===== config.mk =====
export PLATFORM = sky130hd
export DESIGN_NAME = trace_breakpoint_fault_unit
export DESIGN_NICKNAME = d
export VERILOG_FILES = /design/src/trace_bkpt_pkg.sv /design/src/bkpt_match_if.sv /design/src/bkpt_matcher.sv /design/src/trace_breakpoint_fault_unit.sv
export VERILOG_INCLUDE_DIRS = /design/src /design/src/src
export SDC_FILE = /design/constraint.sdc
export NUM_CORES = 1
export LEC_CHECK = 0
export ABC_AREA = 1
export BUFFER_PORTS_ARGS = -buffer_cell sky130_fd_sc_hd__buf_2
export CELL_PAD_IN_SITES_DETAIL_PLACEMENT = 1
export CELL_PAD_IN_SITES_GLOBAL_PLACEMENT = 1
export CORE_ASPECT_RATIO = 0.75
export CORE_UTILIZATION = 39
export CTS_BUF_LIST = sky130_fd_sc_hd__clkbuf_4
export DETAILED_ROUTE_END_ITERATION = 10
export PLACE_DENSITY_LB_ADDON = 0.1
export SLEW_MARGIN = 5
export SYNTH_ARGS = -nofsm -noshare
export SYNTH_HDL_FRONTEND = slang
export SYNTH_HIERARCHICAL = 1
export SYNTH_SLANG_ARGS = --single-unit

===== constraint.sdc =====
create_clock -name sys_clk -period 4.45 [get_ports sys_clk]
set_clock_uncertainty 0.15 [all_clocks]
set_input_delay 0 -clock sys_clk [delete_from_list [all_inputs] [get_ports sys_clk]]
set_output_delay 0 -clock sys_clk [all_outputs]
set_load 0.01 [all_outputs]

===== src/trace_bkpt_regs.svh =====
/*
  Constants of the trace and breakpoint fault unit: register placement,
  field positions, reset values and encodings.
  Assumes inclusion by bare name.
*/
// What this block does
// - Breakpoint word: address high, mode low
// - Trace flag clear or mode 00: no action
// - Read via sysctl only; write sysctl/word store
// - Group, fault call, mark, fmark raise trace
// - Instruction or data breakpoint match raises trace
// - Prereturn alone; others may share record
// - Others first, prereturn after handler returns
// - Trace handler entry clears trace flag
// - Supervisor fault calls load flag from table bit
// - Interrupt saves controls, clears flag; return restores
// - Calls traced with flag after call
// - Explicit call traced before callee runs
// - Local, extended, supervisor calls: keep, type 000
// - User system call: cached bit, type 01a
// - Implicit call traced before handler runs
// - Local fault calls keep flag, type 001
// - Parallel and trace handlers: 001, flag 0
// - Interrupt call: 111, flag 0, untraced
// - Traced fault call leaves fault IP undefined
// - Data match: access type and any byte
`ifndef TRACE_BKPT_REGS_SVH
`define TRACE_BKPT_REGS_SVH

// Memory-mapped placement of the instruction breakpoint words
`define IBP_BASE_ADDR 32'hff00_8400
`define IBP_STRIDE 32'h0000_0004
`define IBP_RESET 32'h0000_0000
`define IBP_ADDR_MSB 31
`define IBP_ADDR_LSB 2
`define IBP_MODE_HIGH 1
`define IBP_MODE_LOW 0
`define IBP_MODE_OFF 2'h0
`define IBP_MODE_TRACE 2'h3
`define WORD_STROBE 4'hf

// Data breakpoint access modes
`define DAB_MODE_WRITE 2'h0
`define DAB_MODE_READ 2'h2

// Return type field codes
`define RET_LOCAL 3'h0
`define RET_FAULT 3'h1
`define RET_SYS_HIGH 2'h1
`define RET_INTR 3'h7

// Trace record event bits
`define TREC_W 8
`define TREC_GROUP 0
`define TREC_CALL 1
`define TREC_MARK 2
`define TREC_FMARK 3
`define TREC_IBP 4
`define TREC_DAB 5
`define TREC_SUPER 6
`define TREC_PRERET 7

`endif


===== src/trace_bkpt_pkg.sv =====
/*
  Types shared by the trace and breakpoint fault unit.
  Assumes nothing of its surroundings.
*/
package trace_bkpt_pkg;
  typedef enum logic [2:0] {
    CALL_LOCAL = 3'h0,
    CALL_SYS = 3'h1,
    FLT_LOCAL = 3'h2,
    FLT_SYSLOCAL = 3'h3,
    FLT_SUPER = 3'h4,
    FLT_TRACE = 3'h5,
    FLT_PAROVR = 3'h6,
    CALL_INTR = 3'h7
  } call_kind_type;

  typedef enum logic [1:0] {
    ST_IDLE = 2'b01,
    ST_DEFER = 2'b10
  } report_state_type;
endpackage : trace_bkpt_pkg


===== src/bkpt_match_if.sv =====
/*
  Carrier between the fault unit and its breakpoint matcher.
  Assumes combinational drive within one clock.
*/
`timescale 1ns/10ps
interface bkpt_match_if #(
  parameter int NUM_IBP = 2,
  parameter int NUM_DAB = 2
);
  logic [NUM_IBP-1:0][31:0] ibpWords;
  logic traceOn;
  logic ipValid;
  logic [31:0] ip;
  logic accValid;
  logic accWrite;
  logic [31:0] accAddr;
  logic [2:0] accSizeLog;
  logic [NUM_DAB-1:0][31:0] dabAddr;
  logic [NUM_DAB-1:0] dabEn;
  logic [NUM_DAB-1:0][1:0] dabMode;
  logic ibpHit;
  logic dabHit;

  modport matcher (
    input ibpWords, traceOn, ipValid, ip, accValid, accWrite, accAddr, accSizeLog,
    input dabAddr, dabEn, dabMode,
    output ibpHit, dabHit
  );
  modport core (
    output ibpWords, traceOn, ipValid, ip, accValid, accWrite, accAddr, accSizeLog,
    output dabAddr, dabEn, dabMode,
    input ibpHit, dabHit
  );
endinterface : bkpt_match_if


===== src/bkpt_matcher.sv =====
/*
  Address comparators for instruction and data breakpoints.
  Assumes the carrier's trace flag is the one in force.
*/
`timescale 1ns/10ps
`include "trace_bkpt_regs.svh"
module bkpt_matcher #(
  parameter int NUM_IBP = 2,
  parameter int NUM_DAB = 2
) (
  input wire logic sys_clk,
  input wire logic rstSync_n,
  bkpt_match_if.matcher mi
);
  function automatic logic ibpHitOne(input logic [31:0] word, input logic [31:0] ip);
    ibpHitOne = (word[`IBP_MODE_HIGH:`IBP_MODE_LOW] == `IBP_MODE_TRACE) &&
      (word[`IBP_ADDR_MSB:`IBP_ADDR_LSB] == ip[`IBP_ADDR_MSB:`IBP_ADDR_LSB]);
  endfunction : ibpHitOne

  // Reserved modes 01 and 10 act as off
  always_comb begin
    mi.ibpHit = 1'b0;
    for (int i = 0; i < NUM_IBP; i++) begin
      if (mi.traceOn && mi.ipValid && ibpHitOne(mi.ibpWords[i], mi.ip)) begin
        mi.ibpHit = 1'b1;
      end
    end
  end

  logic [32:0] accEnd;
  logic typeOk;
  always_comb begin
    mi.dabHit = 1'b0;
    accEnd = {1'b0, mi.accAddr} + (33'h1 << mi.accSizeLog);
    for (int i = 0; i < NUM_DAB; i++) begin
      typeOk = (mi.dabMode[i] == `DAB_MODE_WRITE) ? mi.accWrite :
        (mi.dabMode[i] == `DAB_MODE_READ) ? !mi.accWrite : 1'b1;
      // Any referenced byte counts, aligned or not
      if (mi.traceOn && mi.accValid && mi.dabEn[i] && typeOk &&
          mi.dabAddr[i] >= mi.accAddr && {1'b0, mi.dabAddr[i]} < accEnd) begin
        mi.dabHit = 1'b1;
      end
    end
  end

  a_ibp_mode_off: assert property (@(posedge sys_clk) disable iff (!rstSync_n)
    (mi.ibpWords[0][1:0] == `IBP_MODE_OFF) &&
    (mi.ibpWords[NUM_IBP-1][1:0] == `IBP_MODE_OFF) |-> !mi.ibpHit)
    else $error("disabled breakpoint matched");
  a_dab_byte_hit: assert property (@(posedge sys_clk) disable iff (!rstSync_n)
    mi.traceOn && mi.accValid && mi.dabEn[0] && !mi.accWrite &&
    (mi.dabMode[0] == `DAB_MODE_READ) &&
    (mi.dabAddr[0] == mi.accAddr) |-> mi.dabHit)
    else $error("data breakpoint missed first byte");
endmodule : bkpt_matcher


===== src/trace_breakpoint_fault_unit.sv =====
/*
  Trace event and breakpoint logic: breakpoint words, trace flag upkeep
  on calls, returns and interrupts, and trace fault reporting.
  Assumes one-cycle strobes and a FLT_TRACE call after each report.
*/
`timescale 1ns/10ps
`include "trace_bkpt_regs.svh"
module trace_breakpoint_fault_unit #(
  parameter int NUM_IBP = 2,
  parameter int NUM_DAB = 2,
  parameter int IDX_W = 1
) (
  // Clock and reset
  input wire logic sys_clk,
  input wire logic arst_n,
  // System-control access to breakpoint words
  input wire logic sysctlValid,
  input wire logic sysctlWrite,
  input wire logic [IDX_W-1:0] sysctlIndex,
  input wire logic [31:0] sysctlWdata,
  output logic sysctlRvalid,
  output logic [31:0] sysctlRdata,
  // Memory-mapped store port
  input wire logic storeValid,
  input wire logic [31:0] storeAddr,
  input wire logic [3:0] storeByteEn,
  input wire logic [31:0] storeData,
  // Retired instruction and its trace events
  input wire logic retireValid,
  input wire logic [31:0] retireIp,
  input wire logic groupEvt,
  input wire logic supervisorEvt,
  input wire logic markEvt,
  input wire logic fmarkEvt,
  input wire logic prereturnEvt,
  input wire logic breakpointTraceMode,
  input wire logic callTraceMode,
  // Data accesses and data breakpoint setup
  input wire logic accValid,
  input wire logic accWrite,
  input wire logic [31:0] accAddr,
  input wire logic [2:0] accSizeLog,
  input wire logic [NUM_DAB-1:0][31:0] dabAddr,
  input wire logic [NUM_DAB-1:0] dabEn,
  input wire logic [NUM_DAB-1:0][1:0] dabMode,
  // Calls, returns and initialization
  input wire logic callValid,
  input wire trace_bkpt_pkg::call_kind_type callKind,
  input wire logic execSuper,
  input wire logic sptTraceBit,
  input wire logic initLoad,
  input wire logic initSspTraceBit,
  input wire logic retValid,
  input wire logic [2:0] retType,
  input wire logic retTraceRestore,
  input wire logic traceHandlerDone,
  // Trace state and fault requests
  output logic traceEnable,
  output logic [2:0] pfpReturnType,
  output logic intSavedTrace,
  output logic traceReq,
  output logic [`TREC_W-1:0] traceRecord,
  output logic faultIpDefined,
  output logic prereturnPending
);
  if (NUM_IBP < 1 || NUM_DAB < 1 || (1 << IDX_W) < NUM_IBP) begin : g_badParams
    $error("breakpoint counts or index width unusable");
  end

  logic rstMeta_q, rstSync_q;
  always_ff @(posedge sys_clk or negedge arst_n) begin
    if (!arst_n) begin
      rstMeta_q <= 1'b0;
      rstSync_q <= 1'b0;
    end else begin
      rstMeta_q <= 1'b1;
      rstSync_q <= rstMeta_q;
    end
  end

  // Breakpoint words
  logic [NUM_IBP-1:0][31:0] ibp_q;
  logic storeHit;
  logic [IDX_W-1:0] storeIdx;
  logic [31:0] storeOff;
  always_comb begin
    storeOff = storeAddr - `IBP_BASE_ADDR;
    storeIdx = storeOff[IDX_W+1:2];
    // Only aligned full-word stores in range write
    if (!storeValid) begin
      storeHit = 1'b0;
    end else if (storeByteEn != `WORD_STROBE) begin
      storeHit = 1'b0;
    end else if (storeAddr < `IBP_BASE_ADDR || storeOff[1:0] != 2'h0) begin
      storeHit = 1'b0;
    end else if (storeOff[31:2] >= 30'(NUM_IBP)) begin
      storeHit = 1'b0;
    end else begin
      storeHit = 1'b1;
    end
  end

  always_ff @(posedge sys_clk or negedge rstSync_q) begin
    if (!rstSync_q) begin
      ibp_q <= '{default: `IBP_RESET};
    end else if (sysctlValid && sysctlWrite && int'(sysctlIndex) < NUM_IBP) begin
      ibp_q[sysctlIndex] <= sysctlWdata;
    end else if (storeHit) begin
      ibp_q[storeIdx] <= storeData;
    end
  end

  // Only the sysctl path reads these words back
  always_ff @(posedge sys_clk or negedge rstSync_q) begin
    if (!rstSync_q) begin
      sysctlRvalid <= 1'b0;
      sysctlRdata <= 32'h0000_0000;
    end else begin
      sysctlRvalid <= sysctlValid && !sysctlWrite;
      sysctlRdata <= (sysctlValid && !sysctlWrite && int'(sysctlIndex) < NUM_IBP) ?
        ibp_q[sysctlIndex] : 32'h0000_0000;
    end
  end

  // Flag after this cycle's call or return
  logic sspTe_q;
  logic teNext;
  logic [2:0] rrrNext;
  logic callTraced;
  always_comb begin
    teNext = traceEnable;
    rrrNext = pfpReturnType;
    callTraced = 1'b0;
    if (retValid && execSuper && retType != `RET_LOCAL) begin
      teNext = retTraceRestore;
    end
    if (callValid) begin
      case (callKind)
        trace_bkpt_pkg::CALL_LOCAL: begin
          rrrNext = `RET_LOCAL;
          callTraced = 1'b1;
        end
        trace_bkpt_pkg::CALL_SYS: begin
          if (execSuper) begin
            rrrNext = `RET_LOCAL;
          end else begin
            rrrNext = {`RET_SYS_HIGH, traceEnable};
            teNext = sspTe_q;
          end
          callTraced = 1'b1;
        end
        trace_bkpt_pkg::FLT_LOCAL, trace_bkpt_pkg::FLT_SYSLOCAL: begin
          rrrNext = `RET_FAULT;
          callTraced = 1'b1;
        end
        trace_bkpt_pkg::FLT_SUPER: begin
          rrrNext = `RET_FAULT;
          teNext = sptTraceBit;
          callTraced = 1'b1;
        end
        trace_bkpt_pkg::FLT_TRACE, trace_bkpt_pkg::FLT_PAROVR: begin
          rrrNext = `RET_FAULT;
          teNext = 1'b0;
        end
        default: begin
          rrrNext = `RET_INTR;
          teNext = 1'b0;
        end
      endcase
    end
  end

  always_ff @(posedge sys_clk or negedge rstSync_q) begin
    if (!rstSync_q) begin
      sspTe_q <= 1'b0;
    end else if (initLoad) begin
      sspTe_q <= initSspTraceBit;
    end
  end

  always_ff @(posedge sys_clk or negedge rstSync_q) begin
    if (!rstSync_q) begin
      traceEnable <= 1'b0;
      pfpReturnType <= `RET_LOCAL;
      intSavedTrace <= 1'b0;
    end else begin
      traceEnable <= teNext;
      pfpReturnType <= rrrNext;
      if (callValid && callKind == trace_bkpt_pkg::CALL_INTR) begin
        intSavedTrace <= traceEnable;
      end
    end
  end

  // Breakpoint comparison
  bkpt_match_if #(.NUM_IBP(NUM_IBP), .NUM_DAB(NUM_DAB)) mi ();
  assign mi.ibpWords = ibp_q;
  assign mi.traceOn = teNext;
  assign mi.ipValid = retireValid;
  assign mi.ip = retireIp;
  assign mi.accValid = accValid;
  assign mi.accWrite = accWrite;
  assign mi.accAddr = accAddr;
  assign mi.accSizeLog = accSizeLog;
  assign mi.dabAddr = dabAddr;
  assign mi.dabEn = dabEn;
  assign mi.dabMode = dabMode;

  bkpt_matcher #(.NUM_IBP(NUM_IBP), .NUM_DAB(NUM_DAB)) matcher (
    .sys_clk(sys_clk),
    .rstSync_n(rstSync_q),
    .mi(mi)
  );

  // Events use the flag in force after the instruction
  logic [`TREC_W-1:0] evts;
  logic isFaultCall;
  always_comb begin
    evts = '0;
    isFaultCall = callValid && callKind != trace_bkpt_pkg::CALL_LOCAL &&
      callKind != trace_bkpt_pkg::CALL_SYS;
    if (teNext) begin
      evts[`TREC_GROUP] = retireValid && groupEvt;
      evts[`TREC_SUPER] = retireValid && supervisorEvt;
      evts[`TREC_MARK] = retireValid && markEvt && breakpointTraceMode;
      evts[`TREC_FMARK] = retireValid && fmarkEvt;
      evts[`TREC_PRERET] = retireValid && prereturnEvt;
      evts[`TREC_CALL] = callValid && callTraced && callTraceMode;
      evts[`TREC_IBP] = mi.ibpHit;
      evts[`TREC_DAB] = mi.dabHit;
    end
  end

  // Request lands one cycle after the call, before the callee runs
  trace_bkpt_pkg::report_state_type state_q;
  logic [`TREC_W-1:0] others;
  always_comb begin
    others = evts;
    others[`TREC_PRERET] = 1'b0;
  end

  always_ff @(posedge sys_clk or negedge rstSync_q) begin
    if (!rstSync_q) begin
      state_q <= trace_bkpt_pkg::ST_IDLE;
      traceReq <= 1'b0;
      traceRecord <= '0;
      faultIpDefined <= 1'b1;
      prereturnPending <= 1'b0;
    end else begin
      traceReq <= 1'b0;
      faultIpDefined <= !(isFaultCall && evts[`TREC_CALL]);
      case (state_q)
        trace_bkpt_pkg::ST_IDLE: begin
          if (evts[`TREC_PRERET] && others != '0) begin
            traceReq <= 1'b1;
            traceRecord <= others;
            prereturnPending <= 1'b1;
            state_q <= trace_bkpt_pkg::ST_DEFER;
          end else if (evts != '0) begin
            traceReq <= 1'b1;
            traceRecord <= evts;
          end
        end
        trace_bkpt_pkg::ST_DEFER: begin
          if (traceHandlerDone) begin
            traceReq <= 1'b1;
            traceRecord <= `TREC_W'(1) << `TREC_PRERET;
            prereturnPending <= 1'b0;
            state_q <= trace_bkpt_pkg::ST_IDLE;
          end else if (others != '0) begin
            traceReq <= 1'b1;
            traceRecord <= others;
          end
        end
        default: begin
          state_q <= trace_bkpt_pkg::ST_IDLE;
        end
      endcase
    end
  end

  a_te_gates_trace: assert property (@(posedge sys_clk) disable iff (!rstSync_q)
    !teNext && state_q == trace_bkpt_pkg::ST_IDLE |=> !traceReq)
    else $error("trace raised with flag clear");
  a_ibp_hit_trace: assert property (@(posedge sys_clk) disable iff (!rstSync_q)
    teNext && retireValid && ibp_q[0][1:0] == `IBP_MODE_TRACE &&
    ibp_q[0][31:2] == retireIp[31:2] && state_q == trace_bkpt_pkg::ST_IDLE
    |=> traceReq && traceRecord[`TREC_IBP])
    else $error("breakpoint match not reported");
  a_preret_alone: assert property (@(posedge sys_clk) disable iff (!rstSync_q)
    traceReq && traceRecord[`TREC_PRERET] |-> traceRecord == (`TREC_W'(1) << `TREC_PRERET))
    else $error("prereturn shared a record");
  a_preret_defer: assert property (@(posedge sys_clk) disable iff (!rstSync_q)
    state_q == trace_bkpt_pkg::ST_IDLE && evts[`TREC_PRERET] && others != '0
    |=> traceReq && !traceRecord[`TREC_PRERET] && prereturnPending)
    else $error("prereturn not deferred");
  a_trace_entry_off: assert property (@(posedge sys_clk) disable iff (!rstSync_q)
    callValid && callKind == trace_bkpt_pkg::FLT_TRACE |=> !traceEnable &&
    pfpReturnType == `RET_FAULT)
    else $error("trace handler entry wrong");
  a_user_sys_call: assert property (@(posedge sys_clk) disable iff (!rstSync_q)
    callValid && callKind == trace_bkpt_pkg::CALL_SYS && !execSuper |=>
    traceEnable == $past(sspTe_q) && pfpReturnType == {`RET_SYS_HIGH, $past(traceEnable)})
    else $error("user system call flag wrong");
  a_intr_entry: assert property (@(posedge sys_clk) disable iff (!rstSync_q)
    callValid && callKind == trace_bkpt_pkg::CALL_INTR |=> !traceEnable &&
    pfpReturnType == `RET_INTR && intSavedTrace == $past(traceEnable) && !traceReq)
    else $error("interrupt entry wrong");
  a_local_keep: assert property (@(posedge sys_clk) disable iff (!rstSync_q)
    callValid && callKind == trace_bkpt_pkg::CALL_LOCAL && !retValid |=>
    $stable(traceEnable) && pfpReturnType == `RET_LOCAL)
    else $error("local call altered trace flag");
  a_fault_ip_undef: assert property (@(posedge sys_clk) disable iff (!rstSync_q)
    isFaultCall && evts[`TREC_CALL] |=> !faultIpDefined)
    else $error("fault ip defined on traced fault call");
  a_word_store: assert property (@(posedge sys_clk) disable iff (!rstSync_q)
    storeHit && !sysctlValid |=> ibp_q[$past(storeIdx)] == $past(storeData))
    else $error("word store not applied");
endmodule : trace_breakpoint_fault_unit


# Word-level counts from Yosys, hierarchy flattened
# Cells that the tools add are included.
# word_totals
reg_bits	118
input_bits	267
out_inout_bits	49
# op_classes
add_sub_neg	2
magnitude_cmp	10
n_eq_ne	21
n_shift	1
muxes	48
n_reduce_logical	53
# ops
op	count
2-to-1 mux 32 bit	5
bitwise mux 64 bit	2
2-to-1 mux 64 bit	2
< comparator 32 x 33 -> 1 bit	2
demux 32 bit (select 1 bit)	2
greater-or-equal comparator 32 bit	2
equality test 30 bit	2
2-to-1 mux 8 bit	5
adder 32 x 33 -> 33 bit	1
logical AND 1 bit	33
left shift 1 x 3 -> 33 bit, first input constant	1
< comparator 32 bit, second input constant	1
subtractor 32 bit, second input constant	1
greater-or-equal comparator 30 x 2 -> 1 bit, second input constant	1
2-to-1 mux 1 bit	23
case mux 8 bit (2 select lines)	1
nonzero test 8 bit	2
equality test 3 bit, second input constant	4
equality test 2 bit, second input constant	5
OR reduction 5 bit	2
case mux 3 bit (3 select lines)	1
equality test 3 x 2 -> 1 bit, second input constant	2
2-to-1 mux 2 bit	3
!= test 3 bit, second input constant	2
other kinds (19)	30

# Logic depth before layout (Yosys ltp)
# Gate-level depths: netlist (run 1).
# logic_depth
word_depth	18
ltp_mapped	38

# Hierarchy
# Netlist (run 1), hierarchy kept.
# modules_own_cells
module	instances	cells_per_inst	area_each_um2	seq_area_each_um2
trace_breakpoint_fault_unit	1	633	5803.1	2955.3
bkpt_matcher	1	757	4739.5	0.0

# Least setup slack after synthesis (run 1)
# No wires, ideal clock.
# synth_path
kind	input to register
from	in accSizeLog[0]
to	reg traceRecord[0]
setup_time_ns	0.119
arrival_ns	3.627
slack_ns	0.554
cell_stages	35
path_buffers	0
path_cell_list	inv_1 -> nor3_1 -> ha_1 -> nand2_1 -> nand3_1 -> a21oi_1 -> o21ai_0 -> nand2_1 -> nor3_1 -> xor2_1 -> inv_1 -> ha_1 -> nand2_1 -> nor2_1 -> inv_1 -> nor2_1 -> nand3b_1 -> nand4_1 -> nand2_1 -> nand3_1 -> nand3_1 -> nand2_1 -> nand2_1 -> nand2_1 -> nand2_1 -> nand2_1 -> nand2_1 -> nand2_1 -> nand2_1 -> o41ai_1 -> nand2_1 -> nand2_1 -> nand2_2 -> nand3_1 -> nand2_1
# synth_between
elab_chain_cells	11
# synth_lines
element	line	rtl
start: declaration	trace_breakpoint_fault_unit.sv:42	input wire logic [2:0] accSizeLog,
left shift 1 x 3 -> 33 bit *	bkpt_matcher.sv:34	accEnd = {1'b0, mi.accAddr} + (33'h1 << mi.accSizeLog);
adder 32 x 33 -> 33 bit *	bkpt_matcher.sv:34	
< comparator 32 x 33 -> 1 bit	bkpt_matcher.sv:40	mi.dabAddr[i] >= mi.accAddr && {1'b0, mi.dabAddr[i]} < accEnd) begin
logical AND 1 bit	bkpt_matcher.sv:40	
2-to-1 mux 1 bit	bkpt_matcher.sv:39	if (mi.traceOn && mi.accValid && mi.dabEn[i] && typeOk &&
2-to-1 mux 1 bit *	bkpt_matcher.sv:39	
net mi.dabHit	bkpt_match_if.sv:22	logic dabHit;
2-to-1 mux 8 bit *	trace_breakpoint_fault_unit.sv:222	if (teNext) begin
nonzero test 8 bit	trace_breakpoint_fault_unit.sv:254, trace_breakpoint_fault_unit.sv:270	
logical AND 1 bit	trace_breakpoint_fault_unit.sv:254	if (evts[`TREC_PRERET] && others != '0) begin
!= test 3 bit (no source line) / 2-to-1 mux 8 bit (equally long branches)	n/a	
AND reduction 3 bit (no source line) / case mux 8 bit (2 select lines) (equally long branches)	n/a	
end signal: assignment	trace_breakpoint_fault_unit.sv:256	traceRecord <= others;
end signal: assignment	trace_breakpoint_fault_unit.sv:261	traceRecord <= evts;
end signal: assignment	trace_breakpoint_fault_unit.sv:272	traceRecord <= others;
end: declaration	trace_breakpoint_fault_unit.sv:62	output logic [`TREC_W-1:0] traceRecord,
# Mark *: on every way through the listed nets, which the timed path passes. The rest lies on a longest branch.
# A chain may end at the register's enable or synchronous reset.

# Worst setup path in the final report (run 1)
# layout_path
from	in accSizeLog[2]
to	reg traceReq
# layout_between
elab_chain_cells	11
# layout_lines
element	line	rtl
left shift 1 x 3 -> 33 bit *	bkpt_matcher.sv:34	
adder 32 x 33 -> 33 bit *	bkpt_matcher.sv:34	
< comparator 32 x 33 -> 1 bit	bkpt_matcher.sv:40	
logical AND 1 bit	bkpt_matcher.sv:40	
2-to-1 mux 1 bit	bkpt_matcher.sv:39	
2-to-1 mux 1 bit *	bkpt_matcher.sv:39	
net mi.dabHit	bkpt_match_if.sv:22	
2-to-1 mux 8 bit *	trace_breakpoint_fault_unit.sv:222	
nonzero test 8 bit, on equally long branches	trace_breakpoint_fault_unit.sv:254, trace_breakpoint_fault_unit.sv:270, trace_breakpoint_fault_unit.sv:259	
2-to-1 mux 1 bit (tied with other cells)	trace_breakpoint_fault_unit.sv:270	end else if (others != '0) begin
2-to-1 mux 1 bit, on equally long branches	trace_breakpoint_fault_unit.sv:265, trace_breakpoint_fault_unit.sv:254	
case mux 1 bit (2 select lines) *	trace_breakpoint_fault_unit.sv:252	case (state_q)
end signal: assignment	trace_breakpoint_fault_unit.sv:255	traceReq <= 1'b1;
end signal: assignment	trace_breakpoint_fault_unit.sv:266	traceReq <= 1'b1;
end signal: assignment	trace_breakpoint_fault_unit.sv:271	traceReq <= 1'b1;
end: declaration	trace_breakpoint_fault_unit.sv:61	output logic traceReq,
# Marks and branches as above.

==> results_dict.tcl, run 1 <==
set metrics [dict create \
    grt-ovfl-total 0 \
    final_area_um2 14200 \
    clk_latency_ps 580 \
    dp_cells 2033 \
    cts_tree "yes" \
    yosys_warnings 6 \
    cts-root-buf "clkbuf_4" \
    grt_first_pass_wirelength_um 67000 \
    synth-edff-count 0 \
    maxSlewViolCount 0 \
    die_w_um 192 \
    start_util 0.402 \
    antenna_left 0 \
    syn_to_final_growth_pct 34.4 \
    ios 316 \
    gp_congestion 0.946 \
    row_count 51 \
    seqCellArea_um2 2960 \
    drive_above_1_share 0.263 \
    async_reset_ff_frac 1.00 \
    seq_area_frac_synth 0.280 \
    grt_start_max_net_pins 65 \
    syn_avg_cell_area_um2 7.58 \
    vias 12098 \
    status "finished, final reports clean" \
    hold_class "in -> reg" \
    ys_types 59 \
    grt_usage 0.313 \
    peakVddDrop_mv 0.154 \
    synth_nets 1790 \
    h-tree-depth 4 \
    p_per_area_nw_per_um2 248 \
    cp.required_ps 4750 \
    cp.arrival_ps 4380 \
    drt_iter0_markers 637 \
    crit_buf_inv 6 \
    final_cells 2198 \
    die_h_um 144 \
    numCtsBuffers 17 \
    cp-end-kind "flip-flop" \
    synth_ff_type "dfrtp_1" \
    tightest_slew_ps 955 \
    wl_um 43500 \
    multi_input_area_um2 6790 \
    grt_pass1_vias 12671 \
    place_area_um2 12500 \
    slowest_stage "dlygate4sd3_1" \
    via_per_inst 5.50 \
    clk_pin_slew_ps 120 \
    cp-start-kind "input port" \
    synth_cells 1390 \
    n_fill_cell 3331 \
    final_hold_viol_count 0 \
    min_period_over_period 0.916 \
    cp_common_cell "nand2_1" \
    dp_hpwl_um 31300 \
    clock-sinks 118 \
    numPortBuffers 313 \
    max-clock-path-buffers 2 \
    firstDrtPassIters 5 \
    critPathMaxStageDelay_ps 600 \
    timing.hold.ws_ps 79.2 \
    drt-wirelength-per-cell_um 19.8 \
    cap_viol_max_count 0 \
    critPathTopFamily "simple AND/OR/NAND/NOR gates" \
    drc 0 \
    syn_area_um2 10500 \
    synth-seq-cells 118 \
    fin_nets 2237 \
    fp.coreArea_um2 26200 \
    p_leak_nw 7.25 \
    setup.worst_path.class "in -> reg" \
    setup_viol 0 \
    timing.fmax_ghz 0.245 \
    antenna_found_initial 5 \
    fp.dieArea_um2 27700 \
    max_slew_margin 0.361 \
    critical_path.max_fanout 5 \
    min_period_ps 4080 \
]
cells in the mapped netlist, drive strengths merged (2+ instances only):
library cell  instances  share of area
ha                  132           0.16
dfrtp               116           0.28
inv                 165          0.059
o21a                  2         0.0014
xor2                 28          0.023
o41ai                 3         0.0032
o21ai                86          0.061
a32oi                32          0.027
and3                  2         0.0012
o221ai                2         0.0017
o2111ai               5         0.0042
nor2                 80          0.030
a221oi                6         0.0050
o221a                 2         0.0021
nand3                56          0.030
nor3                 27          0.013
dfstp                 2         0.0050
nand4                21          0.012
a31oi                 3         0.0018
or2                   4         0.0024
a22o                  6         0.0050
o21bai                2         0.0014
a211oi               10         0.0071
nand3b                2         0.0014
nand2               379           0.14
a21oi                88          0.042
clkbuf               24         0.0085
xnor2                16          0.013
buf                  15          0.015
a22oi                32          0.023
a21o                  3         0.0021
nor4                 12         0.0071
o22ai                14         0.0083
o211ai                3         0.0021
o31ai                 2         0.0019
through the flow:
step / setup TNS [ps] / power (mW) / setup WS, ps / utilization
after floorplan: 0 / 2.03 / 554 / -
after global placement: 0 / 2.46 / 83.9 / 0.476
after detailed placement: -1350 / 2.50 / -173 / 0.476
after CTS: 0 / 3.45 / 147 / 0.537
after global routing: -32.1 / 3.71 / -32.1 / 0.540
final: 0 / 3.51 / 374 / 0.540
final cells by class:
type | count | share of cell area
multi-input cells | 1067 | 0.479
repair buffers | 467 | 0.215
inverters | 166 | 0.0440
diodes | 4 | 0.000707
well taps | 344 | 0.0304
clock buffers | 17 | 0.00901
flip-flops and latches | 118 | 0.209
clock inverters | 15 | 0.0128
worst register-to-register path, delay by kind of cell (launching register included):
family                 cells  cell delay (ps)
buffers and inverters      1              600
AND/OR/NAND/NOR            6             1450
AO/OA/AOI/OAI              5              620
flip-flops                 1              440
cell families (layout without fill, tap and decap cells):
group	Yosys count	count (layout)	synth area share
adders and majority gates	133	133	0.159
buffers and inverters	205	665	0.0827
other	1	5	0.000356
DFF	118	118	0.280
xor gates and xnor gates	44	44	0.0366
AOI/OAI and AO/OA	302	302	0.202
and+or+nand+nor	586	586	0.239
muxes	1	1	0.00107
state kept, by name, indices dropped and copies added (netlist names), 2 cells and up:
register / cells
sysctlRdata: 32
pfpReturnType: 3
state_q: 2
traceRecord: 8
ibp_q: 64
per-layer routing:
| layer | GRT usage | up-vias | share of wire | wire length, um |
|---|---|---|---|---|
| met5 | 0 | - | 0.00018 | 8 |
| met4 | 0.0952 | 2 | 0.022 | 966 |
| met3 | 0.0471 | 79 | 0.067 | 2900 |
| met2 | 0.522 | 508 | 0.46 | 20100 |
| met1 | 0.417 | 5828 | 0.45 | 19500 |
| li1 | - | 5681 | - | - |
repair_timing:
action / CTS / global route
hold buffers: 128 / 0
setup buffers: 0 / 1
endpoints found under the hold margin: 118 / 0
resized for setup: 0 / 21
setup endpoints to repair: 0 / 11
cell usage in the layout, fill, tap and decap left out, types with 14 or more instances in the layout:
cell type and count:
nor3_1 21, dlygate4sd3_1 128, nand4_1 21, nand3_1 51
inv_1 159, clkbuf_4 17, a32oi_1 32, a22oi_1 32
o21ai_0 20, xor2_1 27, dfrtp_1 115, buf_4 26
a21oi_1 85, o21ai_2 59, ha_1 132, nand2_1 367
xnor2_1 16, o22ai_1 14, buf_2 313, nor2_1 70
worst paths after layout:
| check | from | endpoint | slack [ps] | cells past startpoint |
|---|---|---|---|---|
| worst max-delay path | accSizeLog[2] | traceReq$_DFF_PN0_ | 370 | 28 |
| worst min-delay path | initLoad | sspTe_q$_DFFE_PN0P_ | 80 | 3 |
| worst max register to register | ibp_q[26]$_DFFE_PN0P_ | traceReq$_DFF_PN0_ | 1110 | 12 |
| worst min register to register | rstMeta_q$_DFF_PN0_ | rstSync_q$_DFF_PN0_ | 220 | 0 |
| max in group asynchronous | rstSync_q$_DFF_PN0_ | sysctlRdata[0]$_DFF_PN0_ | 2800 | 1 |
| min in group asynchronous | arst_n | rstSync_q$_DFF_PN0_ | 140 | 3 |
report_power, final:
| part | switching [mW] | internal, mW | total, mW |
|---|---|---|---|
| Combinational | 0.740 | 0.542 | 1.28 |
| Sequential | 0.147 | 1.20 | 1.35 |
| Clock | 0.490 | 0.390 | 0.881 |
Power figures use the tool's default switching activity.
==> run 2, diff against run 1 <==
--- a/config.mk
+++ b/config.mk
@@ -14,7 +14,9 @@
 export CORE_UTILIZATION = 39
 export CTS_BUF_LIST = sky130_fd_sc_hd__clkbuf_4
 export DETAILED_ROUTE_END_ITERATION = 10
+export MAX_ROUTING_LAYER = met4
 export PLACE_DENSITY_LB_ADDON = 0.1
+export RECOVER_POWER = 25
 export SLEW_MARGIN = 5
 export SYNTH_ARGS = -nofsm -noshare
 export SYNTH_HDL_FRONTEND = slang
==> run 2 against run 1 <==
  * Cell area is 0.23% lower
  * Critical path type unchanged
  * Largest cell class unchanged
  * Core utilization decreased by 0.12 points
  * Cell count grew 0.18%
  * First-iteration DRC count increased by 2.0%
  * Worst hold slack improved by 18 ps
  * Largest power group unchanged
==> results_dict.tcl, run 2 (synthesis gave the netlist of run 1 again) <==
set metrics [dict create \
    status "finished, final reports clean" \
    cp-end-kind "flip-flop" \
    largest_reg_flops 64 \
    syn_to_final_growth_pct 34.1 \
    p_leak_nw 7.15 \
    grt_start_max_net_pins 65 \
    row_count 51 \
    critPathTopFamily "simple AND/OR/NAND/NOR gates" \
    max-clock-path-buffers 2 \
    gp_congestion 0.958 \
    peakVddDrop_mv 0.163 \
    numPortBuffers 313 \
    via_per_inst 5.50 \
    tightest_slew_ps 1320 \
    cp.arrival_ps 4420 \
    reg2reg_slack_ps 1230 \
    die_w_um 192 \
    r2r-start "ibp_q[26]$_DFFE_PN0P_" \
    cp.required_ps 4810 \
    vias 12100 \
    h-tree-depth 4 \
    critPathMaxStageDelay_ps 550 \
    drt_iter0_markers 650 \
    drc 0 \
    start_util 0.402 \
    top_regs "ibp_q (64), sysctlRdata (32), traceRecord (8)" \
    grt_first_pass_wirelength_um 68800 \
    fp.dieArea_um2 27700 \
    clk_latency_ps 560 \
    setup.worst_path.class "in -> reg" \
    max_slew_margin 0.121 \
    p_per_area_nw_per_um2 254 \
    cp_common_cell "nand2_1" \
    slowest_stage "dlygate4sd3_1" \
    drt-wirelength-per-cell_um 20.4 \
    antenna_left 0 \
    cp-start-kind "input port" \
    hold_class "in -> reg" \
    final_area_um2 14100 \
    reg2reg_depth 13 \
    firstDrtPassIters 5 \
    mostFrequentLayoutCells "368 x nand2_1, 276 x buf_2, 163 x inv_1" \
    grt_pass1_vias 12491 \
    cap_viol_max_count 0 \
    min_period_over_period 0.913 \
    min_period_ps 4060 \
    post-cts-setup-buffers 0 \
    die_h_um 144 \
    place_area_um2 12500 \
    timing.fmax_ghz 0.246 \
    hold_depth 3 \
    p_total_mw 3.60 \
    maxSlewViolCount 0 \
    crit_buf_inv 5 \
    numCtsBuffers 17 \
    reg2reg_to "traceRecord[7]$_DFFE_PN0P_" \
    clock-sinks 118 \
    regMostFlops "ibp_q" \
    holdPathEnd "sspTe_q$_DFFE_PN0P_" \
    wl_um 44900 \
    cts_tree "yes" \
    grt_usage 0.334 \
    final_hold_viol_count 0 \
    drive_above_1_share 0.236 \
    ios 316 \
    grt-ovfl-total 0 \
    clk_pin_slew_ps 110 \
    fp.coreArea_um2 26200 \
    antenna_found_initial 6 \
    setup_tns_ps 0 \
    critical_path.max_fanout 5 \
    hp-start "initLoad" \
    fin_nets 2237 \
    cts-root-buf "clkbuf_4" \
    setup_viol 0 \
    dp_hpwl_um 32100 \
    layout_commonest_cell "nand2_1" \
]
run 2: changes by cell type in the layout (fill, tap and decap cells not counted), sizes merged:
cell / previous run / this run
bufinv: 3 / 5
diode: 4 / 8
clkinvlp: 4 / 1
inv: 166 / 165
buf: 339 / 302
clkinv: 8 / 7
clkbuf: 17 / 57
run 2: per-layer routing:
metal  track usage  wire length [um]  vias up
met4         0.111              1160        0
met3        0.0488              2750       98
met5             -                 0        -
met2         0.532             20700      496
met1         0.436             20300     5837
li1              -                 -     5669
run 2: through the flow:
step,hold WS [ps],std cells,util,setup WS [ps]
after floorplan,-446,1390,-,554
after global placement,-362,2034,0.477,60.0
after detailed placement,-362,2034,0.477,-154
after CTS,53.9,2194,0.538,196
after global routing,67.3,2200,0.539,-10.9
final,96.8,2202,0.539,388
run 2: worst max path at each step:
| stage | start | to | cells past startpoint |
|---|---|---|---|
| global route | accSizeLog[1] | traceRecord[7]$_DFFE_PN0P_ | 38 |
| detailed placement | accSizeLog[2] | traceRecord[5]$_DFFE_PN0P_ | 36 |
| finish | accSizeLog[1] | traceRecord[7]$_DFFE_PN0P_ | 27 |
| global placement | accSizeLog[1] | traceRecord[2]$_DFFE_PN0P_ | 36 |
| CTS | accSizeLog[1] | traceRecord[7]$_DFFE_PN0P_ | 36 |
| floorplan | accSizeLog[0] | traceRecord[0]$_DFFE_PN0P_ | 35 |
run 2: what timing repair did:
action	4_1_cts	5_1_grt
hold buffers	128	0
setup endpoints to repair	0	11
resized for setup	0	12
endpoints found under the hold margin	118	0
run 2: tightest hold or removal path, stage by stage:
cell and delay (ps):
buf_2 80, mux2_2 130, dlygate4sd3_1 550
run 2: cell type report:
cell class	instances	area [um^2]
Fill cell	3354	12100
Multi-Input combinational cell	1067	6780
Timing Repair Buffer	467	3000
Sequential cell	118	2960
Inverter	166	623
Tap cell	344	430
Clock inverter	12	184
Clock buffer	20	150
Antenna cell	8	20.0
run 2: report_power, final:
group	switching (mW)	internal (mW)
clock	0.445	0.512
sequential	0.143	1.20
combinational	0.755	0.537
total	1.34	2.25
==> run 3, diff against run 2 <==
--- a/config.mk
+++ b/config.mk
@@ -7,7 +7,7 @@
 export NUM_CORES = 1
 export LEC_CHECK = 0
 export ABC_AREA = 1
-export BUFFER_PORTS_ARGS = -buffer_cell sky130_fd_sc_hd__buf_2
+export BUFFER_PORTS_ARGS = -buffer_cell sky130_fd_sc_hd__buf_4
 export CELL_PAD_IN_SITES_DETAIL_PLACEMENT = 1
 export CELL_PAD_IN_SITES_GLOBAL_PLACEMENT = 1
 export CORE_ASPECT_RATIO = 0.75
==> run 3 against run 2 <==
  * The run now ends with max-capacitance violations, max-slew violations left
  * Fmax decreased by 0.42%
  * Critical path depth increased by 8
  * Total power decreased by 3.7%
  * Core utilization increased by 2.0 points
  * Register-to-register slack got worse by 150 ps
  * Clock power decreased by 21%
  * Via count about the same
  * Routed wire length increased by 0.69%
  * First-iteration DRC count increased by 21%
  * Sequential power about the same
  * Clock-buffer cell count decreased by 3
==> results_dict.tcl, run 3 (synthesis gave the netlist of run 1 again) <==
set metrics [dict create \
    status "finished with violations" \
    violations "max-capacitance violations, max-slew violations" \
    cp.required_ps 4760 \
    grt_start_max_net_pins 68 \
    syn_to_final_growth_pct 39.1 \
    reg2reg_to "state_q[1]$_DFFE_PN0P_" \
    critical_path.max_fanout 5 \
    ios 316 \
    crit_buf_inv 5 \
    antenna_left 0 \
    timing.fmax_ghz 0.245 \
    fp.dieArea_um2 27700 \
    drive_above_1_share 0.236 \
    layout_commonest_cell "nand2_1" \
    grt_first_pass_wirelength_um 70000 \
    fp.coreArea_um2 26200 \
    max-clock-path-buffers 2 \
    cap_viol_max_count 1 \
    clk_latency_ps 560 \
    tightest_slew_ps 2850 \
    max_slew_margin -0.900 \
    reg2reg_slack_ps 1080 \
    reg2reg_depth 12 \
    clock-sinks 118 \
    numPortBuffers 313 \
    wl_um 45200 \
    cp_common_cell "nand2_1" \
    dp_hpwl_um 32500 \
    cts-root-buf "clkbuf_4" \
    firstDrtPassIters 5 \
    cp_num_cells 35 \
    clk_pin_slew_ps 130 \
    setup_slack_ps 370 \
    p_per_area_nw_per_um2 236 \
    top_regs "ibp_q (64), sysctlRdata (32), traceRecord (8)" \
    critPathTopFamily "simple AND/OR/NAND/NOR gates" \
    post-route-util 0.559 \
    drc 0 \
    min_period_ps 4080 \
    hold_depth 8 \
    vias 12105 \
    numCtsBuffers 17 \
    cp.arrival_ps 4390 \
    grt-ovfl-total 0 \
    fin_nets 2229 \
    cp-start-kind "input port" \
    slowest_stage "dlygate4sd3_1" \
    holdPathEnd "faultIpDefined$_DFF_PN1_" \
    start_util 0.402 \
    rsz0062_at_grt "no" \
    maxSlewViolCount 68 \
    die_h_um 144 \
    via_per_inst 5.53 \
    row_count 51 \
    setup.worst_path.class "in -> reg" \
    hp-start "callKind[0]" \
    largest_reg_flops 64 \
    antenna_found_initial 1 \
    mostFrequentLayoutCells "368 x nand2_1, 284 x buf_4, 159 x inv_1" \
    min_period_over_period 0.917 \
    final_hold_viol_count 0 \
    r2r-start "ibp_q[26]$_DFFE_PN0P_" \
    p_leak_nw 7.23 \
    dp_slack_ps -236 \
    drt-wirelength-per-cell_um 20.7 \
    grt_pass1_vias 12717 \
    h-tree-depth 4 \
    peakVddDrop_mv 0.131 \
    setup_viol 0 \
    critPathMaxStageDelay_ps 570 \
    die_w_um 192 \
    regMostFlops "ibp_q" \
    gp_congestion 0.945 \
    cts_tree "yes" \
    grt_usage 0.340 \
    timing.hold.ws_ps 50.5 \
    cp-end-kind "flip-flop" \
    hold_class "in -> reg" \
    drt_iter0_markers 788 \
]
[run 3: final cells by class]
cell class / count / area, um^2
fill: 3311 / 11600
tap: 344 / 430
timing repair buffer: 459 / 3570
sequential: 118 / 2960
multi-input combinational: 1067 / 6810
clock inverter: 15 / 134
antenna: 2 / 5.00
inverter: 166 / 627
clock buffer: 17 / 128
[run 3: worst max path at each step]
stage / from / endpoint / slack, ps
finish: accSizeLog[2] / state_q[1]$_DFFE_PN0P_ / 370
global route: accSizeLog[0] / traceRecord[7]$_DFFE_PN0P_ / 20
CTS: accSizeLog[1] / state_q[1]$_DFFE_PN0P_ / 190
detailed placement: accSizeLog[1] / traceRecord[4]$_DFFE_PN0P_ / -240
global placement: accSizeLog[1] / traceRecord[5]$_DFFE_PN0P_ / 80
floorplan: accSizeLog[0] / traceRecord[0]$_DFFE_PN0P_ / 550
[run 3: tightest hold or removal path: cells and delay by family]
kind / cells / cell delay (ps)
buf+inv: 2 / 160
simple gates: 6 / 560
[run 3: repair_timing]
action                                  CTS  global route
hold buffers                            125             0
resized for setup                         0            23
setup buffers                             0             0
endpoints found under the hold margin   118             0
endpoints found under the setup margin    0            12
[run 3: per-stage QoR]
stage                     instance area (um^2)  TNS [ps]  total power [mW]  cells
after global routing                     14700         0              3.67   2187
final                                    14700         0              3.46   2188
after CTS                                14800         0              3.43   2186
after global placement                   13200         0              2.54   2029
after detailed placement                 13200     -1900              2.59   2029
after floorplan                          10500         0              2.03   1390
[run 3: power by group]
part | leakage, nW | internal (mW) | total, mW | switching [mW]
clock | 0.128 | 0.276 | 0.757 | 0.480
combinational | 5.54 | 0.596 | 1.35 | 0.755
sequential | 1.57 | 1.20 | 1.36 | 0.152
total | 7.23 | 2.08 | 3.46 | 1.39
[run 3: layer usage]
metal / part of all wire / wire [um] / up-vias / GRT usage
met5: 0 / 0 / - / -
met4: 0.023 / 1030 / 0 / 0.0902
met3: 0.067 / 3020 / 74 / 0.0619
met2: 0.47 / 21100 / 464 / 0.556
met1: 0.44 / 20100 / 5909 / 0.433
li1: - / - / 5658 / -
